File: config.mk
export PLATFORM = sky130hd
export DESIGN_NAME = rivp_vector_place
export DESIGN_NICKNAME = d
export VERILOG_FILES = /design/src/core/rivp_pkg.sv /design/src/core/rivp_vector_place.sv
export VERILOG_INCLUDE_DIRS = /design/src /design/src/core
export SDC_FILE = /design/constraint.sdc
export NUM_CORES = 1
export LEC_CHECK = 0
export BUFFER_PORTS_ARGS = -buffer_cell sky130_fd_sc_hd__buf_2
export CAP_MARGIN = 20
export CORE_UTILIZATION = 45
export CTS_CLUSTER_DIAMETER = 200
export DETAILED_ROUTE_END_ITERATION = 16
export HOLD_SLACK_MARGIN = 0.05
export PLACE_DENSITY = 0.79
export SYNTH_ARGS = -nofsm -noshare
export SYNTH_HDL_FRONTEND = slang
export SYNTH_SLANG_ARGS = --single-unit
File: constraint.sdc
create_clock -name clock -period 2.35 [get_ports clock]
set_input_delay 0.47 -clock clock [delete_from_list [all_inputs] [get_ports clock]]
set_output_delay 0.47 -clock clock [all_outputs]
set_load 0.03 [all_outputs]
File: src/core/rivp_defines.svh
`ifndef RIVP_DEFINES_SVH
`define RIVP_DEFINES_SVH
// word address width of the program counter load
`define RIVP_ADDR_W      12
// number of interrupt sources (vectors 2..26)
`define RIVP_NUM_SRC     25
// reset vector with the boot-reset fuse unprogrammed
`define RIVP_RESET_ADDR  12'h000
// first interrupt vector offset in the base table
`define RIVP_VEC_BASE    12'h001
// fuse levels
`define RIVP_FUSE_UNPROG 1'b1
`define RIVP_FUSE_PROG   1'b0
// default boot section start, word address
`define RIVP_BOOT_START  12'hc00
`endif

File: src/core/rivp_pkg.sv
package rivp_pkg;
  // source index: bit n vectors to base offset n+1
  typedef enum logic [4:0] {
    RIVP_SRC_EXT0 = 5'h00, RIVP_SRC_EXT1 = 5'h01,
    RIVP_SRC_PC0  = 5'h02, RIVP_SRC_PC1  = 5'h03,
    RIVP_SRC_PC2  = 5'h04, RIVP_SRC_WDOG = 5'h05,
    RIVP_SRC_T2CA = 5'h06, RIVP_SRC_T2CB = 5'h07,
    RIVP_SRC_T2OV = 5'h08, RIVP_SRC_T1CP = 5'h09,
    RIVP_SRC_T1CA = 5'h0a, RIVP_SRC_T1CB = 5'h0b,
    RIVP_SRC_T1OV = 5'h0c, RIVP_SRC_T0CA = 5'h0d,
    RIVP_SRC_T0CB = 5'h0e, RIVP_SRC_T0OV = 5'h0f,
    RIVP_SRC_SPI  = 5'h10, RIVP_SRC_URX  = 5'h11,
    RIVP_SRC_UDRE = 5'h12, RIVP_SRC_UTX  = 5'h13,
    RIVP_SRC_ADC  = 5'h14, RIVP_SRC_EERD = 5'h15,
    RIVP_SRC_ACMP = 5'h16, RIVP_SRC_TWS  = 5'h17,
    RIVP_SRC_SPMR = 5'h18
  } rivp_src_t;

  // program-counter load toward the core
  typedef struct packed {
    logic        load;
    logic        is_reset;
    logic [4:0]  src;
    logic [11:0] addr;
  } rivp_pc_load_t;
endpackage

File: src/core/rivp_vector_place.sv
// Notes on behaviour
// all resets go to 0x000 if fuse unprogrammed
// programmed fuse starts at boot reset address
// fuse 1 unprogrammed, 0 programmed
// select bit moves table to boot section
// relocated vector equals offset plus boot start
// select clear: vectors start at 0x001
// external requests zero/one at 0x001, 0x002
// pin-change 0x003-0x005, watchdog at 0x006
// second 8-bit timer at 0x007-0x009
// 16-bit timer at 0x00a-0x00d
// first 8-bit timer at 0x00e-0x010
// serial sources at 0x011-0x014
// adc..program-store ready at 0x015-0x019
// unused vectors may hold code (software)
// split sections free vectors (software)
// lowest pending vector number wins
`timescale 1ns/1ps
`include "rivp_defines.svh"

module rivp_vector_place #(
  parameter int                      NUM_SRC    = `RIVP_NUM_SRC,
  parameter logic [`RIVP_ADDR_W-1:0] BOOT_START = `RIVP_BOOT_START
) (
  input  wire logic                      clock,
  input  wire logic                      resetn,
  input  wire logic                      boot_reset_select_fuse,
  input  wire logic                      vector_table_boot_select,
  input  wire logic [NUM_SRC-1:0]        irq_pending,
  input  wire logic                      irq_ack,
  output rivp_pkg::rivp_pc_load_t        pc_load,
  output logic [`RIVP_ADDR_W-1:0]        reset_addr,
  output logic [`RIVP_ADDR_W-1:0]        vector_start
);

  ////////////////////////////////////////////////////////////////////////
  // fuse level synchroniser

  logic [2:0] fuse_sync;
  logic [2:0] next_fuse_sync;
  logic       fuse_level;
  logic       next_fuse_level;

  // the fuse sense line is not timed to this clock; three stages,
  // and a change counts only once the second and third agree
  always_comb
  begin
    next_fuse_sync  = {fuse_sync[1:0], boot_reset_select_fuse};
    next_fuse_level = fuse_level;
    if (fuse_sync[1] == fuse_sync[2])
      next_fuse_level = fuse_sync[2];
  end

  // no reset here: the level must have settled while reset is held,
  // so the reset load right after release already sees the fuse
  always_ff @(posedge clock)
  begin
    fuse_sync  <= next_fuse_sync;
    fuse_level <= next_fuse_level;
  end

  ////////////////////////////////////////////////////////////////////////
  // placement decode, purely from fuse and select bit

  logic                    fuse_programmed;
  logic [`RIVP_ADDR_W-1:0] next_reset_addr;
  logic [`RIVP_ADDR_W-1:0] next_vector_start;
  logic [`RIVP_ADDR_W-1:0] table_base;

  // fuse is active low: 0 means programmed
  always_comb
  begin
    fuse_programmed = (fuse_level == `RIVP_FUSE_PROG);
    if (fuse_programmed)
      next_reset_addr = BOOT_START;
    else
      next_reset_addr = `RIVP_RESET_ADDR;
    // table base is independent of the fuse
    if (vector_table_boot_select)
      table_base = BOOT_START;
    else
      table_base = '0;
    next_vector_start = table_base + `RIVP_VEC_BASE;
  end

  ////////////////////////////////////////////////////////////////////////
  // priority pick: lowest index is the lowest vector number

  logic                    any_pend;
  logic [4:0]              pick;
  logic [`RIVP_ADDR_W-1:0] pick_addr;
  logic [NUM_SRC:0]        none_below;
  logic [NUM_SRC-1:0]      grant;
  logic [`RIVP_ADDR_W-1:0] vec_addr [NUM_SRC];

  // ripple chain: a source wins only if nothing below it is pending
  assign none_below[0] = 1'b1;

  // one entry per source: grant bit and its vector address
  generate
    for (genvar g = 0; g < NUM_SRC; g++)
    begin : g_src
      assign grant[g]        = irq_pending[g] && none_below[g];
      assign none_below[g+1] = none_below[g] && !irq_pending[g];
      // source n sits one word above n-1, table starts at offset 1
      assign vec_addr[g] = next_vector_start + `RIVP_ADDR_W'(g);
    end
  endgenerate

  // grant is one-hot, so the encoder needs no priority of its own
  always_comb
  begin
    any_pend  = !none_below[NUM_SRC];
    pick      = '0;
    pick_addr = '0;
    for (int i = 0; i < NUM_SRC; i++)
    begin
      if (grant[i])
      begin
        pick      = 5'(i);
        pick_addr = vec_addr[i];
      end
    end
  end

  ////////////////////////////////////////////////////////////////////////
  // core load sequencing: reset load first, then one load per ack

  typedef enum logic [1:0] {
    RIVP_ST_RESET = 2'b10,
    RIVP_ST_IDLE  = 2'b01,
    RIVP_ST_WAIT  = 2'b11
  } rivp_state_t;

  rivp_state_t             state;
  rivp_state_t             next_state;
  rivp_pkg::rivp_pc_load_t next_pc_load;

  // a new load is offered only after the core acks the last one,
  // so a request that rises mid-wait cannot swap the address
  always_comb
  begin
    next_state   = state;
    next_pc_load = pc_load;
    next_pc_load.load = 1'b0;
    case (state)
      RIVP_ST_RESET:
      begin
        next_pc_load.load     = 1'b1;
        next_pc_load.is_reset = 1'b1;
        next_pc_load.src      = '0;
        next_pc_load.addr     = next_reset_addr;
        next_state            = RIVP_ST_WAIT;
      end
      RIVP_ST_IDLE:
      begin
        if (any_pend)
        begin
          next_pc_load.load     = 1'b1;
          next_pc_load.is_reset = 1'b0;
          next_pc_load.src      = pick;
          next_pc_load.addr     = pick_addr;
          next_state            = RIVP_ST_WAIT;
        end
      end
      RIVP_ST_WAIT:
      begin
        next_pc_load.load = !irq_ack;
        if (irq_ack)
          next_state = RIVP_ST_IDLE;
      end
      default:
        next_state = RIVP_ST_RESET;
    endcase
  end

  // registers only
  always_ff @(posedge clock)
  begin
    if (!resetn)
    begin
      state        <= RIVP_ST_RESET;
      pc_load      <= '0;
      reset_addr   <= `RIVP_RESET_ADDR;
      vector_start <= `RIVP_VEC_BASE;
    end
    else
    begin
      state        <= next_state;
      pc_load      <= next_pc_load;
      reset_addr   <= next_reset_addr;
      vector_start <= next_vector_start;
    end
  end

  ////////////////////////////////////////////////////////////////////////
  // checks

  // reset load right after release, address from the raw fuse level
  chk_reset_target: assert property (
    @(posedge clock) disable iff (!resetn)
    $rose(resetn) |=> pc_load.load && pc_load.is_reset &&
      pc_load.addr == (boot_reset_select_fuse ? 12'h000 : BOOT_START))
    else $error("reset load address wrong");

  chk_fuse_sense: assert property (
    @(posedge clock) disable iff (!resetn)
    fuse_level == `RIVP_FUSE_PROG |=> reset_addr == BOOT_START)
    else $error("programmed fuse not seen");

  chk_fuse_unprog: assert property (
    @(posedge clock) disable iff (!resetn)
    fuse_level == `RIVP_FUSE_UNPROG |=> reset_addr == 12'h000)
    else $error("unprogrammed fuse reset address wrong");

  // the reset state is left on the first edge out of reset
  chk_boot_reset: assert property (
    @(posedge clock) disable iff (!resetn)
    state == RIVP_ST_RESET && fuse_level == `RIVP_FUSE_PROG |=>
      pc_load.load && pc_load.addr == BOOT_START)
    else $error("boot reset load address wrong");

  chk_reset_match: assert property (
    @(posedge clock) disable iff (!resetn)
    pc_load.load && pc_load.is_reset |-> pc_load.addr == reset_addr)
    else $error("reset load differs from reset address");

  chk_vec_start: assert property (
    @(posedge clock) disable iff (!resetn)
    !vector_table_boot_select |=> vector_start == 12'h001)
    else $error("vector start not 0x001");

  chk_vec_reloc: assert property (
    @(posedge clock) disable iff (!resetn)
    vector_table_boot_select |=> vector_start == BOOT_START + 12'h001)
    else $error("relocated start wrong");

  chk_lowest_wins: assert property (
    @(posedge clock) disable iff (!resetn)
    state == RIVP_ST_IDLE && irq_pending[0] |=>
      pc_load.load && pc_load.src == 5'h00)
    else $error("lowest source not picked");

  chk_grant_single: assert property (
    @(posedge clock) disable iff (!resetn)
    $onehot0(grant))
    else $error("more than one source granted");

  chk_idle_quiet: assert property (
    @(posedge clock) disable iff (!resetn)
    state == RIVP_ST_IDLE && irq_pending == '0 |=> !pc_load.load)
    else $error("load offered with nothing pending");

  // the select bit must not move under a load that is being checked
  chk_vec_offset: assert property (
    @(posedge clock) disable iff (!resetn)
    pc_load.load && !pc_load.is_reset && !vector_table_boot_select &&
      $stable(vector_table_boot_select) |->
      pc_load.addr == 12'(pc_load.src) + 12'h001)
    else $error("vector offset wrong");

  chk_reloc_offset: assert property (
    @(posedge clock) disable iff (!resetn)
    pc_load.load && !pc_load.is_reset && vector_table_boot_select &&
      $stable(vector_table_boot_select) |->
      pc_load.addr == BOOT_START + 12'(pc_load.src) + 12'h001)
    else $error("relocated vector offset wrong");

  chk_src_range: assert property (
    @(posedge clock) disable iff (!resetn)
    pc_load.load && !pc_load.is_reset |-> pc_load.src < 5'(NUM_SRC))
    else $error("source index out of range");

  chk_load_holds: assert property (
    @(posedge clock) disable iff (!resetn)
    pc_load.load && !irq_ack |=> pc_load.load && $stable(pc_load.addr))
    else $error("load dropped before ack");

  chk_wait_load: assert property (
    @(posedge clock) disable iff (!resetn)
    state == RIVP_ST_WAIT |-> pc_load.load)
    else $error("wait state without a load");

  chk_ack_ends: assert property (
    @(posedge clock) disable iff (!resetn)
    pc_load.load && irq_ack |=> !pc_load.load)
    else $error("load not ended by ack");

endmodule

==> flow_metrics.tcl <==
set metrics [dict create \
    power.density_nw_per_um2 430 \
    internal_power_mw 0.501 \
    rsz0062_at_grt "false" \
    grt_pass1_wl_um 5260 \
    switchingPower_mw 0.256 \
    gp_congestion 0.854 \
    start_kind "primary input" \
    cts_max_level 1 \
    combPwrFrac_pct 28.3 \
    hp-start "boot_reset_select_fuse" \
    drc 0 \
    max-vdd-ir-drop_mv 0.163 \
    ant_nets 0 \
    core_area_um2 3080 \
    worstPathMaxFanout 10 \
    criticalPathCategory "primary input to flop" \
    grt-ovfl-total 0 \
    slowest_delay_ps 570 \
    cts_hold_buf 0 \
    endpoint_kind "flop" \
    min_path_type "primary input to flop" \
    dr.pass1.iters 4 \
    cts_buffers 3 \
    finalClockSkew_ps 1.24 \
    required_ps 2550 \
    crit_slowest_cell "or4_4" \
    hold_violations 0 \
    rows 20 \
    period_needed_ps 1990 \
    dp_hpwl_um 2670 \
    antenna_cells 0 \
    use_met3_pct 3.06 \
    synthArstFlopShare_pct 0 \
    layout_common_cells "47 x buf_2, 25 x conb_1, 21 x nor2_1, 20 x dfxtp_1, 14 x buf_4" \
    post_cts_buffers 0 \
    die_area_um2 3520 \
    grt_max_degree 13 \
    grt_use_met1_pct 25.3 \
    cts.path.max_buffers 2 \
    critical_path.top_delay_family "simple AND/OR/NAND/NOR gates" \
    stdcell_count 278 \
    num_io_pins 73 \
    max_freq_mhz 503 \
    root_buffer "clkbuf_4" \
    vias 1423 \
    synth-warning-count 0 \
    rr_startpoint "state[1]" \
    p_clk_share_pct 21.5 \
    switching_share_pct 33.8 \
    synth_edf_count 1 \
    tns_ps 0 \
    vias_per_cell 5.12 \
    slew_headroom_pct 60.6 \
    antenna_found_initial 0 \
    cts.clk_slew.worst_paths_ps 110 \
    cts_resized 0 \
    initial_core_util_pct 48.0 \
    fp.dieH_um 59.3 \
    cts_tree "built" \
    grt_pass1_vias 1229 \
    grt.met2_usage_pct 32.9 \
    synthesis.instances 177 \
    tightest_slew_ps 586 \
    area_growth_pct 18.9 \
    critPathLaunch "irq_pending[2]" \
    pwr-share-seq_pct 50.2 \
    synth_seq_cells 21 \
    worst-path-buf-inv 2 \
    clock-sinks 21 \
    drive_gt1_share_pct 33.3 \
    grt_usage_pct 19.2 \
    io_buffer_count 47 \
    timing.final.crit_share_pct 84.5 \
    synth_top_area_share_pct 27.1 \
    dp_cells 274 \
    ys_types 55 \
    crit_chain "buf_2 -> or4_4 -> nor4b_4 -> buf_4 -> nand2_4 -> o221a_1 -> a211o_1" \
    busiest_layer "met2" \
    wl_um 3190 \
    yosysSeqAreaShare_pct 29.1 \
    worstPathArrival_ps 2180 \
    layout.nets 265 \
    slew_violations 0 \
    finalSetupViolCount 0 \
    final_common_cell "buf_2" \
    drv_cap 0 \
    avgSynthCellArea_um2 8.36 \
    drt_iter0_drc 66 \
    leakage_nw 0.818 \
    ys.flop_type "dfxtp_1" \
    die_w_um 59.3 \
    yosys.area.top_type "dfxtp_1" \
    insertion_delay_ps 290 \
    syn-cell-area_um2 1480 \
    wl_per_cell_um 11.5 \
    status "finished clean" \
    netlist_top_cells_area "dfxtp_1 27%, buf_4 14%, nor2_1 5.3%, a21oi_1 3.0%, nor3_1 2.4%" \
]
[sequential cells by signal, summed over array words and instances, names as in the netlist]
register and count:
state 2, pc_load 13, fuse_level 1, fuse_sync 3, reset_addr 1, vector_start 1
[Yosys cell counts (all sizes together), types with 3 or more instances]
cell	number
nor2b	3
inv	5
o21ai	4
nand2	8
buf	30
nand3b	3
a311oi	3
nand2b	3
dfxtp	20
a21oi	9
or4	5
nor4	4
nor3b	3
nor2	22
nand3	6
a211o	3
nor3	7
a32o	3
[area by class of cell]
cell class / count / area [um^2]
Clock buffer: 3 / 22.5
Timing Repair Buffer: 61 / 340
Clock inverter: 1 / 5.00
Sequential cell: 21 / 430
Multi-Input combinational cell: 142 / 882
Fill cell: 292 / 1320
Inverter: 6 / 22.5
Tap cell: 44 / 55.1
[worst register-to-register path, cell delays in order, from the launching register on]
cell	delay (ps)
dfxtp_1	370
nand2b_1	180
a31oi_1	310
nor2_1	130
buf_4	170
a211o_1	280
[stage by stage]
stage / hold slack, ps / setup slack [ps] / utilization (%) / cell area, um^2 / total power [mW]
floorplan: 310 / 243 / - / 1570 / 0.554
global placement: 310 / 66.4 / 56.2 / 1730 / 0.597
detailed placement: 313 / 42.6 / 56.2 / 1730 / 0.600
CTS: 259 / 370 / 57.1 / 1760 / 0.764
global route: 242 / 262 / 57.1 / 1760 / 0.805
finish: 269 / 363 / 57.1 / 1760 / 0.757
[cells by family (layout without fill, tap and decap cells)]
kind of cell	Yosys count	in the layout	share of synthesized area, %
AO/OA/AOI/OAI	41	41	21.2
XOR/XNOR	1	1	0.592
buffers and inverters	37	71	17.1
flip-flops	21	21	29.1
multiplexers	1	1	0.761
other	2	25	0.508
AND/OR/NAND/NOR	74	74	30.7
[worst paths after layout]
path | endpoint | slack (ps) | cells after the start
max | pc_load[13] | 360 | 7
min | fuse_sync[0] | 270 | 1
max reg2reg | pc_load[13] | 820 | 5
min reg2reg | fuse_sync[1] | 340 | 0
[per-layer routing]
layer	vias to the layer above	part of all wire, %
met3	0	5.0
met1	653	45
met5	-	0
met2	50	50
met4	0	0
li1	720	-
[power groups by stage]
stage	registers, mW	logic [mW]	clock network [mW]
3_3_place_gp	0.388	0.210	0
5_1_grt	0.382	0.232	0.191
2_1_floorplan	0.403	0.152	0
6_report	0.380	0.214	0.163
4_1_cts	0.380	0.212	0.171
3_5_place_dp	0.388	0.212	0
Power figures use the tool's default switching activity.
